$ cat config.mk
export PLATFORM = sky130hd
export DESIGN_NAME = ucm_top
export DESIGN_NICKNAME = d
export VERILOG_FILES = /design/src/ucm_pkg.sv /design/src/ucm_top.sv
export SDC_FILE = /design/constraint.sdc
export NUM_CORES = 1
export LEC_CHECK = 0
export ABC_AREA = 1
export BUFFER_PORTS_ARGS = -buffer_cell sky130_fd_sc_hd__clkbuf_2
export CAP_MARGIN = 30
export CORE_AREA = 2 2 86 88
export CTS_BUF_LIST = sky130_fd_sc_hd__clkbuf_2 sky130_fd_sc_hd__clkbuf_4 sky130_fd_sc_hd__clkbuf_8
export CTS_CLUSTER_SIZE = 10
export DETAILED_ROUTE_END_ITERATION = 10
export DIE_AREA = 0 0 88 90
export PLACE_DENSITY = 0.92
export REMOVE_ABC_BUFFERS = 1
export SYNTH_ARGS = -nofsm -noshare
export SYNTH_HDL_FRONTEND = slang
export SYNTH_SLANG_ARGS = --single-unit
$ cat constraint.sdc
create_clock -name CLK -period 2.75 [get_ports CLK]
set_input_delay 0.275 -clock CLK [delete_from_list [all_inputs] [get_ports CLK]]
set_output_delay 0.275 -clock CLK [all_outputs]
set_load 0.1 [all_outputs]
$ cat src/ucm_pkg.sv
// Summary of operation
// (RQ1) Mode one bit 7 enables automatic receive RTS
// (RQ2) Mode one bit 6 picks available/full interrupt source
// (RQ3) Mode one bit 5: character or block errors
// (RQ4) Character mode drops errors on read; command clears
// (RQ5) Parity field: with, forced, none, multidrop
// (RQ6) Mode one bit 2: parity sense or address flag
// (RQ7) Multidrop uses parity slot for address flag
// (RQ8) Mode two bits 7:6 select channel loop mode
// (RQ9) External 1X transmit clock: bit 3 two stops
// (RQ10) Clock code maps to rate, set by aux bit 7
// (RQ11) Receiver clock is 16X except code 1111
// (RQ12) Mode pointer starts at one, moves to two
`default_nettype none
package ucm_pkg;
  // Word-aligned byte offsets of the register window
  localparam logic [4:0] OFS_MODE     = 5'h00;
  localparam logic [4:0] OFS_CLK_SEL  = 5'h04;
  localparam logic [4:0] OFS_COMMAND  = 5'h08;
  localparam logic [4:0] OFS_AUX_CTRL = 5'h0C;
  localparam logic [4:0] OFS_IRQ_STAT = 5'h10;
  localparam logic [4:0] OFS_IRQ_MASK = 5'h14;
  localparam logic [4:0] OFS_STATUS   = 5'h18;
  // Mode one fields
  localparam int M1_RTS_BIT   = 7;
  localparam int M1_IRQ_BIT   = 6;
  localparam int M1_ERR_BIT   = 5;
  localparam int M1_PAR_HI    = 4;
  localparam int M1_PAR_LO    = 3;
  localparam int M1_TYPE_BIT  = 2;
  // Mode two fields
  localparam int M2_CHM_HI    = 7;
  localparam int M2_CHM_LO    = 6;
  localparam int M2_STOP_BIT  = 3;
  // Aux control rate set select
  localparam int AUX_SET_BIT  = 7;
  // Command codes, low nibble of the command write
  localparam logic [3:0] CMD_RST_PTR = 4'h1;
  localparam logic [3:0] CMD_RST_ERR = 4'h4;
  // Clock codes for the external 1X and 16X pin clocks and the timer
  localparam logic [3:0] CODE_PIN_1X  = 4'hF;
  localparam logic [3:0] CODE_PIN_16X = 4'hE;
  localparam logic [3:0] CODE_TIMER   = 4'hD;
  // Reset values
  localparam logic [7:0] MODE_RST     = 8'h00;
  localparam logic [7:0] CSEL_RST     = 8'h00;
  localparam logic [7:0] AUX_RST      = 8'h00;
  localparam logic [2:0] IRQ_RST      = 3'h0;
  // Interrupt status bit positions
  localparam int IRQ_RX_BIT   = 0;
  localparam int IRQ_ERR_BIT  = 1;
  localparam int IRQ_ADDR_BIT = 2;

  typedef enum logic [1:0] {
    PAR_WITH  = 2'b00,
    PAR_FORCE = 2'b01,
    PAR_NONE  = 2'b10,
    PAR_MDROP = 2'b11
  } ucm_par_mode_t;

  typedef enum logic [1:0] {
    CHM_NORMAL = 2'b00,
    CHM_ECHO   = 2'b01,
    CHM_LLOOP  = 2'b10,
    CHM_RLOOP  = 2'b11
  } ucm_chan_mode_t;

  typedef enum logic [1:0] {
    SRC_FIXED  = 2'b00,
    SRC_TIMER  = 2'b01,
    SRC_PIN16  = 2'b10,
    SRC_PIN1   = 2'b11
  } ucm_clk_src_t;

  typedef struct packed {
    logic           rts_auto;
    logic           irq_on_full;
    logic           err_block;
    ucm_par_mode_t  par_mode;
    logic           par_type;
    ucm_chan_mode_t chan_mode;
    logic           two_stop;
    logic [3:0]     stop_code;
    ucm_clk_src_t   rx_src;
    ucm_clk_src_t   tx_src;
    logic           rx_is_16x;
    logic           tx_is_16x;
    logic [19:0]    rx_baud_x10;
    logic [19:0]    tx_baud_x10;
  } ucm_cfg_t;
endpackage : ucm_pkg
`default_nettype wire

$ cat src/ucm_top.sv
`timescale 1ns/1ps
`default_nettype none
module ucm_top (
  input  wire logic              CLK,
  input  wire logic              SYS_RST,
  input  wire logic              WB_CYC_I,
  input  wire logic              WB_STB_I,
  input  wire logic              WB_WE_I,
  input  wire logic [4:0]        WB_ADR_I,
  input  wire logic [3:0]        WB_SEL_I,
  input  wire logic [31:0]       WB_DAT_I,
  output logic      [31:0]       WB_DAT_O,
  output logic                   WB_ACK_O,
  input  wire logic              RX_CHAR_AVAILABLE,
  input  wire logic              RX_QUEUE_FULL_FLAG,
  input  wire logic              RX_PUSH,
  input  wire logic [2:0]        RX_PUSH_ERR,
  input  wire logic              RX_PUSH_PAR_BIT,
  input  wire logic              RX_POP,
  input  wire logic [2:0]        RX_HEAD_ERR,
  input  wire logic              TX_DATA_XOR,
  input  wire logic              RTS_GP_LEVEL,
  output ucm_pkg::ucm_cfg_t      CFG,
  output logic                   RX_IRQ_REQ,
  output logic                   RTS_OUT,
  output logic [2:0]             ERR_STATUS,
  output logic                   TX_PAR_EN,
  output logic                   TX_PAR_BIT,
  output logic                   RX_ADDR_FLAG,
  output logic                   RX_CHECK_PARITY,
  output logic                   IRQ
);
  import ucm_pkg::*;

  ////////////////////////////////////////////////////////////////////////////
  // Baud rate table, rate times ten, zero where no fixed rate applies
  function automatic logic [19:0] rate_x10(input logic set2, input logic [3:0] code);
    logic [19:0] r;
    r = 20'h00000;
    case (code)
      4'h0: r = set2 ? 20'd750 : 20'd500;
      4'h1: r = 20'd1100;
      4'h2: r = 20'd1345;
      4'h3: r = set2 ? 20'd1500 : 20'd2000;
      4'h4: r = 20'd3000;
      4'h5: r = 20'd6000;
      4'h6: r = 20'd12000;
      4'h7: r = set2 ? 20'd20000 : 20'd10500;
      4'h8: r = 20'd24000;
      4'h9: r = 20'd48000;
      4'hA: r = set2 ? 20'd18000 : 20'd72000;
      4'hB: r = 20'd96000;
      4'hC: r = set2 ? 20'd192000 : 20'd384000;
      default: r = 20'h00000;
    endcase
    return r;
  endfunction : rate_x10

  function automatic ucm_clk_src_t src_of(input logic [3:0] code);
    ucm_clk_src_t s;
    case (code)
      CODE_TIMER:   s = SRC_TIMER;
      CODE_PIN_16X: s = SRC_PIN16;
      CODE_PIN_1X:  s = SRC_PIN1;
      default:      s = SRC_FIXED;
    endcase
    return s;
  endfunction : src_of

  ////////////////////////////////////////////////////////////////////////////
  // Bus slave
  logic        ack_q, ack_d;
  logic [31:0] rdat_q, rdat_d;
  logic        req;
  logic        wr_take;
  logic        rd_take;

  assign req     = WB_CYC_I & WB_STB_I;
  // Write and read side effects happen on the edge where ack is seen
  assign wr_take = req & WB_WE_I & ack_q & WB_SEL_I[0];
  assign rd_take = req & ~WB_WE_I & ack_q;

  ////////////////////////////////////////////////////////////////////////////
  // Register state
  logic [7:0] mode1_q, mode1_d;
  logic [7:0] mode2_q, mode2_d;
  logic [7:0] csel_q, csel_d;
  logic [7:0] aux_q, aux_d;
  logic       ptr2_q, ptr2_d;
  logic [2:0] ist_q, ist_d;
  logic [2:0] imask_q, imask_d;
  logic [2:0] err_q, err_d;
  logic       rxsrc_q, rxsrc_d;
  logic       errany_q, errany_d;
  logic       addr_q, addr_d;
  logic [2:0] ev;
  logic       rx_src_now;
  logic       cmd_rst_ptr;
  logic       cmd_rst_err;

  assign cmd_rst_ptr = wr_take & (WB_ADR_I == OFS_COMMAND) & (WB_DAT_I[3:0] == CMD_RST_PTR);
  assign cmd_rst_err = wr_take & (WB_ADR_I == OFS_COMMAND) & (WB_DAT_I[3:0] == CMD_RST_ERR);
  // Source of the receiver interrupt request
  assign rx_src_now  = mode1_q[M1_IRQ_BIT] ? RX_QUEUE_FULL_FLAG : RX_CHAR_AVAILABLE; // see (RQ2)

  always_comb begin
    mode1_d  = mode1_q;
    mode2_d  = mode2_q;
    csel_d   = csel_q;
    aux_d    = aux_q;
    ptr2_d   = ptr2_q;
    imask_d  = imask_q;
    err_d    = err_q;
    addr_d   = addr_q;
    ack_d    = req & ~ack_q;
    rdat_d   = 32'h00000000;
    // Mode window goes through the pointer; any read, or a write with WB_SEL_I[0] set, moves it on
    if ((wr_take | rd_take) && WB_ADR_I == OFS_MODE) begin
      ptr2_d = 1'b1; // see (RQ12)
    end
    if (wr_take) begin
      case (WB_ADR_I)
        OFS_MODE: begin
          if (ptr2_q) begin
            mode2_d = WB_DAT_I[7:0];
          end else begin
            mode1_d = WB_DAT_I[7:0]; // see (RQ12)
          end
        end
        OFS_CLK_SEL:  csel_d  = WB_DAT_I[7:0];
        OFS_AUX_CTRL: aux_d   = WB_DAT_I[7:0];
        OFS_IRQ_MASK: imask_d = WB_DAT_I[2:0];
        default: ;
      endcase
    end
    if (cmd_rst_ptr) begin
      ptr2_d = 1'b0; // see (RQ12)
    end
    // Read data is built while ack rises so it stands with ack
    if (req && !WB_WE_I && !ack_q) begin
      case (WB_ADR_I)
        OFS_MODE:     rdat_d = {24'h000000, ptr2_q ? mode2_q : mode1_q};
        OFS_AUX_CTRL: rdat_d = {24'h000000, aux_q};
        OFS_IRQ_STAT: rdat_d = {29'h00000000, ist_q};
        OFS_IRQ_MASK: rdat_d = {29'h00000000, imask_q};
        OFS_STATUS:   rdat_d = {24'h000000, ptr2_q, RX_ADDR_FLAG, 3'h0, err_q};
        default:      rdat_d = 32'h00000000;
      endcase
    end
    // Error status: character mode follows the FIFO head, block mode gathers
    if (mode1_q[M1_ERR_BIT]) begin // see (RQ3)
      if (cmd_rst_err) begin
        err_d = 3'h0; // see (RQ4)
      end
      if (RX_PUSH) begin
        err_d = err_d | RX_PUSH_ERR;
      end
    end else begin
      err_d = RX_CHAR_AVAILABLE ? RX_HEAD_ERR : 3'h0;
      if (RX_POP || cmd_rst_err) begin
        err_d = 3'h0; // see (RQ4)
      end
    end
    // Received parity slot carries the address flag in multidrop
    if (RX_PUSH && mode1_q[M1_PAR_HI:M1_PAR_LO] == PAR_MDROP) begin
      addr_d = RX_PUSH_PAR_BIT; // see (RQ7)
    end
  end

  ////////////////////////////////////////////////////////////////////////////
  // Interrupt events; set wins over the read clear
  assign ev[IRQ_RX_BIT]   = rx_src_now & ~rxsrc_q;
  assign ev[IRQ_ERR_BIT]  = (|err_q) & ~errany_q;
  assign ev[IRQ_ADDR_BIT] = RX_PUSH & RX_PUSH_PAR_BIT & (mode1_q[M1_PAR_HI:M1_PAR_LO] == PAR_MDROP);

  always_comb begin
    ist_d    = ist_q;
    rxsrc_d  = rx_src_now;
    errany_d = |err_q;
    if (rd_take && WB_ADR_I == OFS_IRQ_STAT) begin
      ist_d = IRQ_RST;
    end
    ist_d = ist_d | ev;
  end

  always_ff @(posedge CLK) begin
    if (SYS_RST) begin
      ack_q    <= 1'b0;
      rdat_q   <= 32'h00000000;
      mode1_q  <= MODE_RST;
      mode2_q  <= MODE_RST;
      csel_q   <= CSEL_RST;
      aux_q    <= AUX_RST;
      ptr2_q   <= 1'b0;
      ist_q    <= IRQ_RST;
      imask_q  <= IRQ_RST;
      err_q    <= 3'h0;
      rxsrc_q  <= 1'b0;
      errany_q <= 1'b0;
      addr_q   <= 1'b0;
    end else begin
      ack_q    <= ack_d;
      rdat_q   <= rdat_d;
      mode1_q  <= mode1_d;
      mode2_q  <= mode2_d;
      csel_q   <= csel_d;
      aux_q    <= aux_d;
      ptr2_q   <= ptr2_d;
      ist_q    <= ist_d;
      imask_q  <= imask_d;
      err_q    <= err_d;
      rxsrc_q  <= rxsrc_d;
      errany_q <= errany_d;
      addr_q   <= addr_d;
    end
  end

  ////////////////////////////////////////////////////////////////////////////
  // Configuration decode
  ucm_par_mode_t pmode;
  logic          txpar;

  assign pmode = ucm_par_mode_t'(mode1_q[M1_PAR_HI:M1_PAR_LO]); // see (RQ5)

  always_comb begin
    CFG             = '0;
    CFG.rts_auto    = mode1_q[M1_RTS_BIT]; // see (RQ1)
    CFG.irq_on_full = mode1_q[M1_IRQ_BIT]; // see (RQ2)
    CFG.err_block   = mode1_q[M1_ERR_BIT]; // see (RQ3)
    CFG.par_mode    = pmode;
    CFG.par_type    = mode1_q[M1_TYPE_BIT]; // see (RQ6)
    CFG.chan_mode   = ucm_chan_mode_t'(mode2_q[M2_CHM_HI:M2_CHM_LO]); // see (RQ8)
    CFG.stop_code   = mode2_q[3:0];
    // Only an external 1X transmit clock uses the whole-bit stop choice
    CFG.two_stop    = (csel_q[3:0] == CODE_PIN_1X) & mode2_q[M2_STOP_BIT]; // see (RQ9)
    CFG.rx_src      = src_of(csel_q[7:4]);
    CFG.tx_src      = src_of(csel_q[3:0]);
    CFG.rx_is_16x   = (csel_q[7:4] != CODE_PIN_1X); // see (RQ11)
    CFG.tx_is_16x   = (csel_q[3:0] != CODE_PIN_1X);
    CFG.rx_baud_x10 = rate_x10(aux_q[AUX_SET_BIT], csel_q[7:4]); // see (RQ10)
    CFG.tx_baud_x10 = rate_x10(aux_q[AUX_SET_BIT], csel_q[3:0]); // see (RQ10)
  end

  // Transmit parity slot value for each parity mode
  always_comb begin
    case (pmode)
      PAR_WITH:  txpar = TX_DATA_XOR ^ mode1_q[M1_TYPE_BIT]; // see (RQ6)
      PAR_FORCE: txpar = mode1_q[M1_TYPE_BIT];                // see (RQ6)
      PAR_MDROP: txpar = mode1_q[M1_TYPE_BIT];                // see (RQ7)
      default:   txpar = 1'b0;
    endcase
  end

  assign TX_PAR_BIT      = txpar;
  assign TX_PAR_EN       = (pmode != PAR_NONE);
  assign RX_CHECK_PARITY = (pmode == PAR_WITH) | (pmode == PAR_FORCE);
  assign RX_ADDR_FLAG    = addr_q;
  assign RX_IRQ_REQ      = rx_src_now;
  // Automatic RTS drops while the receive queue is full
  assign RTS_OUT         = mode1_q[M1_RTS_BIT] ? ~RX_QUEUE_FULL_FLAG : RTS_GP_LEVEL; // see (RQ1)
  assign ERR_STATUS      = err_q;
  assign IRQ             = |(ist_q & imask_q);
  assign WB_ACK_O        = ack_q;
  assign WB_DAT_O        = rdat_q;

  ////////////////////////////////////////////////////////////////////////////
  // Checks
  a_ptr_moves_on: assert property (@(posedge CLK) disable iff (SYS_RST) // see (RQ12)
    (req && ack_q && WB_ADR_I == OFS_MODE && !cmd_rst_ptr) |=> ptr2_q)
    else $error("mode pointer did not advance");
  a_ptr_reset_cmd: assert property (@(posedge CLK) disable iff (SYS_RST) // see (RQ12)
    cmd_rst_ptr |=> !ptr2_q)
    else $error("mode pointer not reset by command");
  a_first_mode_wr: assert property (@(posedge CLK) disable iff (SYS_RST) // see (RQ12)
    (wr_take && WB_ADR_I == OFS_MODE && !ptr2_q) |=> mode1_q == $past(WB_DAT_I[7:0]))
    else $error("first mode write lost");
  a_rts_auto_full: assert property (@(posedge CLK) disable iff (SYS_RST) // see (RQ1)
    (CFG.rts_auto && RX_QUEUE_FULL_FLAG) |-> !RTS_OUT)
    else $error("auto RTS asserted while full");
  a_irq_src_sel: assert property (@(posedge CLK) disable iff (SYS_RST) // see (RQ2)
    RX_IRQ_REQ == (CFG.irq_on_full ? RX_QUEUE_FULL_FLAG : RX_CHAR_AVAILABLE))
    else $error("wrong receive interrupt source");
  a_err_char_pop: assert property (@(posedge CLK) disable iff (SYS_RST) // see (RQ4)
    (!CFG.err_block && RX_POP && !$changed(mode1_q)) |=> ERR_STATUS == 3'h0)
    else $error("error bits kept after read");
  a_err_block_hold: assert property (@(posedge CLK) disable iff (SYS_RST) // see (RQ3)
    (CFG.err_block && $past(CFG.err_block) && !$past(cmd_rst_err)) |->
      ((ERR_STATUS & $past(ERR_STATUS)) == $past(ERR_STATUS)))
    else $error("block errors not accumulated");
  a_mdrop_txbit: assert property (@(posedge CLK) disable iff (SYS_RST) // see (RQ7)
    (CFG.par_mode == PAR_MDROP) |-> (TX_PAR_EN && TX_PAR_BIT == CFG.par_type))
    else $error("address flag not in parity slot");
  a_two_stop_1x: assert property (@(posedge CLK) disable iff (SYS_RST) // see (RQ9)
    CFG.two_stop |-> (CFG.tx_src == SRC_PIN1 && !CFG.tx_is_16x))
    else $error("two stops without 1X clock");
  a_rate_0111: assert property (@(posedge CLK) disable iff (SYS_RST) // see (RQ10)
    (csel_q[7:4] == 4'h7) |-> CFG.rx_baud_x10 == (aux_q[7] ? 20'd20000 : 20'd10500))
    else $error("rate set decode wrong");
  a_ack_one_cycle: assert property (@(posedge CLK) disable iff (SYS_RST)
    WB_ACK_O |=> !WB_ACK_O)
    else $error("ack held past one cycle");
  a_ack_after_req: assert property (@(posedge CLK) disable iff (SYS_RST)
    (req && !ack_q) |=> WB_ACK_O)
    else $error("ack not given one cycle after request");
endmodule : ucm_top
`default_nettype wire

# --- Word-level counts from Yosys, hierarchy flattened ---
# Cells that the tools add are included.
classes:
  bitwise_logic: 28
  eq_ne: 43
  muxes: 21
  n_reduce_logical: 22
ops:
  columns: ["cell", "n"]
  rows:
  - ["19-bit case mux with 13 select lines", 2]
  - ["4-bit equality test (second input constant)", 16]
  - ["8-bit case mux with 5 select lines", 1]
  - ["4-bit by 3-bit equality test with 1-bit output (second input constant)", 9]
  - ["3-bit 2-to-1 mux", 7]
  - ["10-bit 2-to-1 mux", 2]
  - ["19-bit 2-to-1 mux", 1]
  - ["17-bit 2-to-1 mux", 1]
  - ["4-bit by 2-bit equality test with 1-bit output (second input constant)", 4]
  - ["1-bit bitwise AND", 15]
  - ["5-bit equality test (second input constant)", 3]
  - ["15-bit 2-to-1 mux", 1]
  - ["4-bit by 1-bit equality test with 1-bit output (second input constant)", 3]
  - ["2-bit case mux with 3 select lines", 2]
  - ["5-bit by 4-bit equality test with 1-bit output (second input constant)", 2]
  - ["4-bit zero test", 2]
  - ["8-bit 2-to-1 mux", 1]
  - ["4-bit inequality test (second input constant)", 2]
  - ["1-bit NOT", 7]
  - ["3-bit OR", 2]
  - ["2-bit AND reduction", 3]
  - ["3-bit AND reduction", 2]
  - ["2-bit OR reduction", 3]
  - ["3-bit OR reduction", 2]
  - ["14 further kinds", 21]
totals:
  register_bits: 78
  output_inout_bits: 102
  word_cells: 127
  input_bits: 59

# --- Logic depth before layout (Yosys ltp) ---
logic_depth:
  ltp_word: 11
  mapped_depth: 9
  ltp_nobuf: 9

# --- Worst setup path after synthesis ---
# Ideal clock, no wire load.
synth_timing:
  path_kind: "reg-to-output"
  from: "register csel_q[2]"
  to: "output CFG[8] in the netlist's numbering"
  stages_incl_launch_ff: 6
  slack_ns: -1.118
  required_time_ns: 2.475
  path_buffers: 0
  arrival_time_ns: 3.593
  cell_sequence: "dfxtp_1 -> nor2_1 -> inv_1 -> nor3_1 -> nor3_1 -> nand3_1"
synth_rtl:
  columns: ["element", "line", "text"]
  rows:
  - ["start: declaration", "ucm_top.sv:87", "logic [7:0] csel_q, csel_d;"]
  - ["start signal: assignment", "ucm_top.sv:206", "csel_q <= csel_d;"]
  - ["end: declaration", "ucm_top.sv:23", "output ucm_pkg::ucm_cfg_t CFG,"]

==> summary.md <==
| Metric | Value |
|---|---|
| Clock-pin slew on the worst setup and hold paths | `0.09 ns` |
| Hold Violations, Final | `0` |
| Number of cells after detailed placement | `slightly below 700` |
| Most used flip-flop cell after synthesis | `sky130_fd_sc_hd__dfxtp_1` |
| Final core utilization | `a little over half` |
| GPL Wtd Cong | `1.002` |
| Post-synthesis average cell area | `roughly 6.7 sq um` |
| Half-perimeter wire length after detailed placement | `a little over 7000 um` |
| Antenna viol nets, final | `0` |
| Library cells used by synthesis | `39` |
| Layout Nets | `654` |
| Unrepaired setup endpoints after global routing | `no` |
| Number of flops mapped to enable cells by yosys | `0` |
| Number of warnings reported in the yosys synthesis log | `0` |
| Final setup violating endpoints | `0` |
| Insertion delay of the later-clocked pin in the worst-skew pair | `between 0.3 and 0.4 ns` |
| Drt total wl | `9193 um` |
| Worst hold path stage count | `3` |
| Post-synthesis sequential element count | `54` |
| Post-route cell area | `slightly below 4000 sq um` |
| CP arrival | `2.15 ns` |
| Post-synthesis sequential area ratio | `32.04%` |
| Total power per unit cell area | `389.0 nW/um^2` |
| Minimum setup slack after placement | `0.6836 ns` |
| Worst-case clock buffer depth | `2` |
| Number of filler instances in the final layout | `671` |
| Count of instances resized after the clock tree is built | `0` |
| Wire length of the first global-routing pass | `14650 um` |
| Layout cells sized above 1 | `23.53%` |
| Buffers & Inverters on Critical Path | `3` |
| Vias in the first global route | `~3200` |
| Routed wirelength normalized by instance count | `13.25 um` |
| Placed Instance Area | `3771 sq um` |
| Maximum number of pins on one net before global-route repair | `37` |
| Per-cell via count in the routed design | `approximately 5.2` |
| Actual transition at the worst max-transition pin | `0.9254 ns` |
| Number of DRC markers in iteration 0 | `about 290` |
| WP depth | `9` |
| Number of slew-limit violations in the final report | `0` |
| Gate family responsible for the most delay along the worst path | `buffers and inverters` |
| Maximum clock frequency | `just over 400 MHz` |
| # rows | `31` |
| Post-synth ARST share | `0%` |
| Slowest cell delay on critical path | `~0.49 ns` |
| Via count | `3640` |
| Smallest setup slack after layout | `0.3226 ns` |
| Sinks on Clock Net | `54` |
| Core area | `7020 sq um` |
| Crit path max fanout | `5` |
| DRC violation count after routing | `0` |
| Cts hold-fix bufs | `0` |
| Cell repeated most along the worst path | `sky130_fd_sc_hd__nor2_1` |
| Worst Clk Skew | `0.006342 ns` |
| Height of the chip | `90 um` |
| TritonCTS clock tree | `yes` |
| Area growth syn-to-layout | `14.09%` |
| Result of the run | `finished clean` |
| Max transition margin | `about two fifths` |
| Maximum resistive drop on vdd | `between 300 and 400 uV` |
| Final worst path period need | `roughly 2.4 ns` |
| X dimension of the die | `approximately 88 um` |
| Depth of the CTS H-tree | `2` |
| GRT Residual Overflow | `0` |
| Overall power after layout | `approximately 1.5 mW` |
| Nature of the critical path endpoint | `output pin` |
| Worst reg-to-reg path cell count | `7` |
| Initial antenna violation count | `0` |
| Leak | `1.854 nW` |
| Worst Setup Start Kind | `register` |
| Root Buffer | `sky130_fd_sc_hd__clkbuf_8` |
| Chain of cells forming the critical path | `inv_1 -> nor2_1 -> inv_1 -> nor2_1 -> nand2_1 -> o21ai_0 -> nor2_1 -> o211ai_1 -> clkbuf_2` |
| CP required | `2.48 ns` |
| Crit Path Class | `reg -> out` |
| Die outline area | `roughly 8000 sq um` |
| Initial core utilization | `48.07%` |
| Number of port buffers | `107` |
| Sum of negative setup slack | `0 ns` |
| Gr usage total | `22.72%` |
| Path type of the worst min-delay path | `in -> reg` |
| Number of CTS-inserted buffers | `5` |
| Standard cell with the maximum stage delay on the critical path | `sky130_fd_sc_hd__clkbuf_2` |
| # Post-CTS Setup Buffers | `0` |
| First-pass iteration count of the detailed router | `5` |
| Crit share post-route | `~88%` |
| Number of primary I/O pins | `161` |
| Diode count | `0` |
| Number of cells in the finished layout apart from fillers | `just under 700` |
| Smallest hold slack | `around 0.22 ns` |
| Number of instances in the synthesized netlist | `504` |
| Cell area after synthesis | `3374 sq um` |
| Max-cap check violation count | `0` |
-- layout by cell type, fill, tap and decap left out, types with 3 or more instances in the layout --
| cell | instances |
|---|---|
| sky130_fd_sc_hd__a21oi_1 | 46 |
| sky130_fd_sc_hd__nand3_1 | 25 |
| sky130_fd_sc_hd__dfxtp_1 | 54 |
| sky130_fd_sc_hd__nand2_1 | 85 |
| sky130_fd_sc_hd__a22oi_1 | 3 |
| sky130_fd_sc_hd__clkbuf_2 | 107 |
| sky130_fd_sc_hd__a31oi_1 | 3 |
| sky130_fd_sc_hd__conb_1 | 26 |
| sky130_fd_sc_hd__nor2_4 | 6 |
| sky130_fd_sc_hd__nor2_1 | 75 |
| sky130_fd_sc_hd__o21ai_0 | 46 |
| sky130_fd_sc_hd__nor3_1 | 5 |
| sky130_fd_sc_hd__inv_2 | 3 |
| sky130_fd_sc_hd__nand3_2 | 3 |
| sky130_fd_sc_hd__inv_1 | 55 |
| sky130_fd_sc_hd__o22ai_1 | 4 |
| sky130_fd_sc_hd__o211ai_1 | 8 |
| sky130_fd_sc_hd__o21ai_1 | 9 |
| sky130_fd_sc_hd__clkbuf_8 | 5 |
| sky130_fd_sc_hd__nand4_1 | 3 |
| sky130_fd_sc_hd__nor3b_1 | 3 |
-- tightest hold or removal path, cell delays in order --
cell                       delay, ns
sky130_fd_sc_hd__clkbuf_2       0.08
sky130_fd_sc_hd__nand3_1        0.07
sky130_fd_sc_hd__a21oi_1        0.06
-- sequential cells by signal, indices dropped and copies added, names as in the netlist, 3 cells and up --
register and count:
ERR_STATUS 3, WB_DAT_O 8, mode2_q 8, csel_q 8, aux_q 8, imask_q 3
mode1_q 8, ist_q 3
-- layout make-up --
type	instances	area (sq um)	area share, %
flip-flops and latches	54	1081	28.08
well taps	99	123.9	3.217
inverters	59	224.0	5.817
multi-input cells	367	1799	46.73
clock inverters	2	10.01	0.2600
repair buffers	108	543.0	14.10
clock buffers	5	68.82	1.787
-- Yosys cell counts, types with 4 or more instances --
cell type / n / share of area, %
sky130_fd_sc_hd__nand2_1: 85 / 9.5
sky130_fd_sc_hd__nor2_1: 75 / 8.3
sky130_fd_sc_hd__inv_1: 55 / 6.1
sky130_fd_sc_hd__dfxtp_1: 54 / 32
sky130_fd_sc_hd__a21oi_1: 46 / 6.8
sky130_fd_sc_hd__o21ai_0: 46 / 6.8
sky130_fd_sc_hd__buf_4: 38 / 8.5
sky130_fd_sc_hd__nand3_1: 25 / 3.7
sky130_fd_sc_hd__o21ai_1: 9 / 1.3
sky130_fd_sc_hd__o211ai_1: 8 / 1.8
sky130_fd_sc_hd__nor2_4: 6 / 2.0
sky130_fd_sc_hd__nor3_1: 5 / 0.74
sky130_fd_sc_hd__o22ai_1: 4 / 0.74
-- metal layers --
| layer | up-vias | track usage, % | wire [um] |
|---|---|---|---|
| met5 | - | 0 | 0 |
| met4 | 0 | 5.128 | 66 |
| met3 | 10 | 2.755 | 968 |
| met2 | 247 | 39.71 | 4463 |
| met1 | 1605 | 29.49 | 3696 |
| li1 | 1778 | - | - |
-- final timing paths --
| kind | endpoint | startpoint | slack [ns] |
|---|---|---|---|
| max | CFG[30] | csel_q[7]$_SDFFE_PP0P_ | 0.32 |
| min | ERR_STATUS[2]$_SDFF_PP0_ | RX_HEAD_ERR[2] | 0.22 |
| max reg2reg | mode1_q[5]$_SDFFE_PP0P_ | WB_ACK_O$_SDFF_PP0_ | 0.91 |
| min reg2reg | mode2_q[4]$_SDFFE_PP0P_ | mode2_q[4]$_SDFFE_PP0P_ | 0.50 |
-- power by group --
| part | switching, mW | internal (mW) |
|---|---|---|
| Sequential | 0.00461 | 0.787 |
| Combinational | 0.250 | 0.0375 |
| Clock | 0.247 | 0.172 |
| Total | 0.502 | 0.996 |
-- cells by family (layout without fill, tap and decap cells) --
| group | Yosys count | after routing | share of synthesized area, % |
|---|---|---|---|
| buffers and inverters | 108 | 174 | 17.43 |
| other | 1 | 26 | 0.1111 |
| AO/OA/AOI/OAI | 123 | 123 | 19.76 |
| flip-flops | 54 | 54 | 32.04 |
| AND/OR/NAND/NOR | 218 | 218 | 30.66 |
Note: power is estimated with default switching activity, not from simulation.
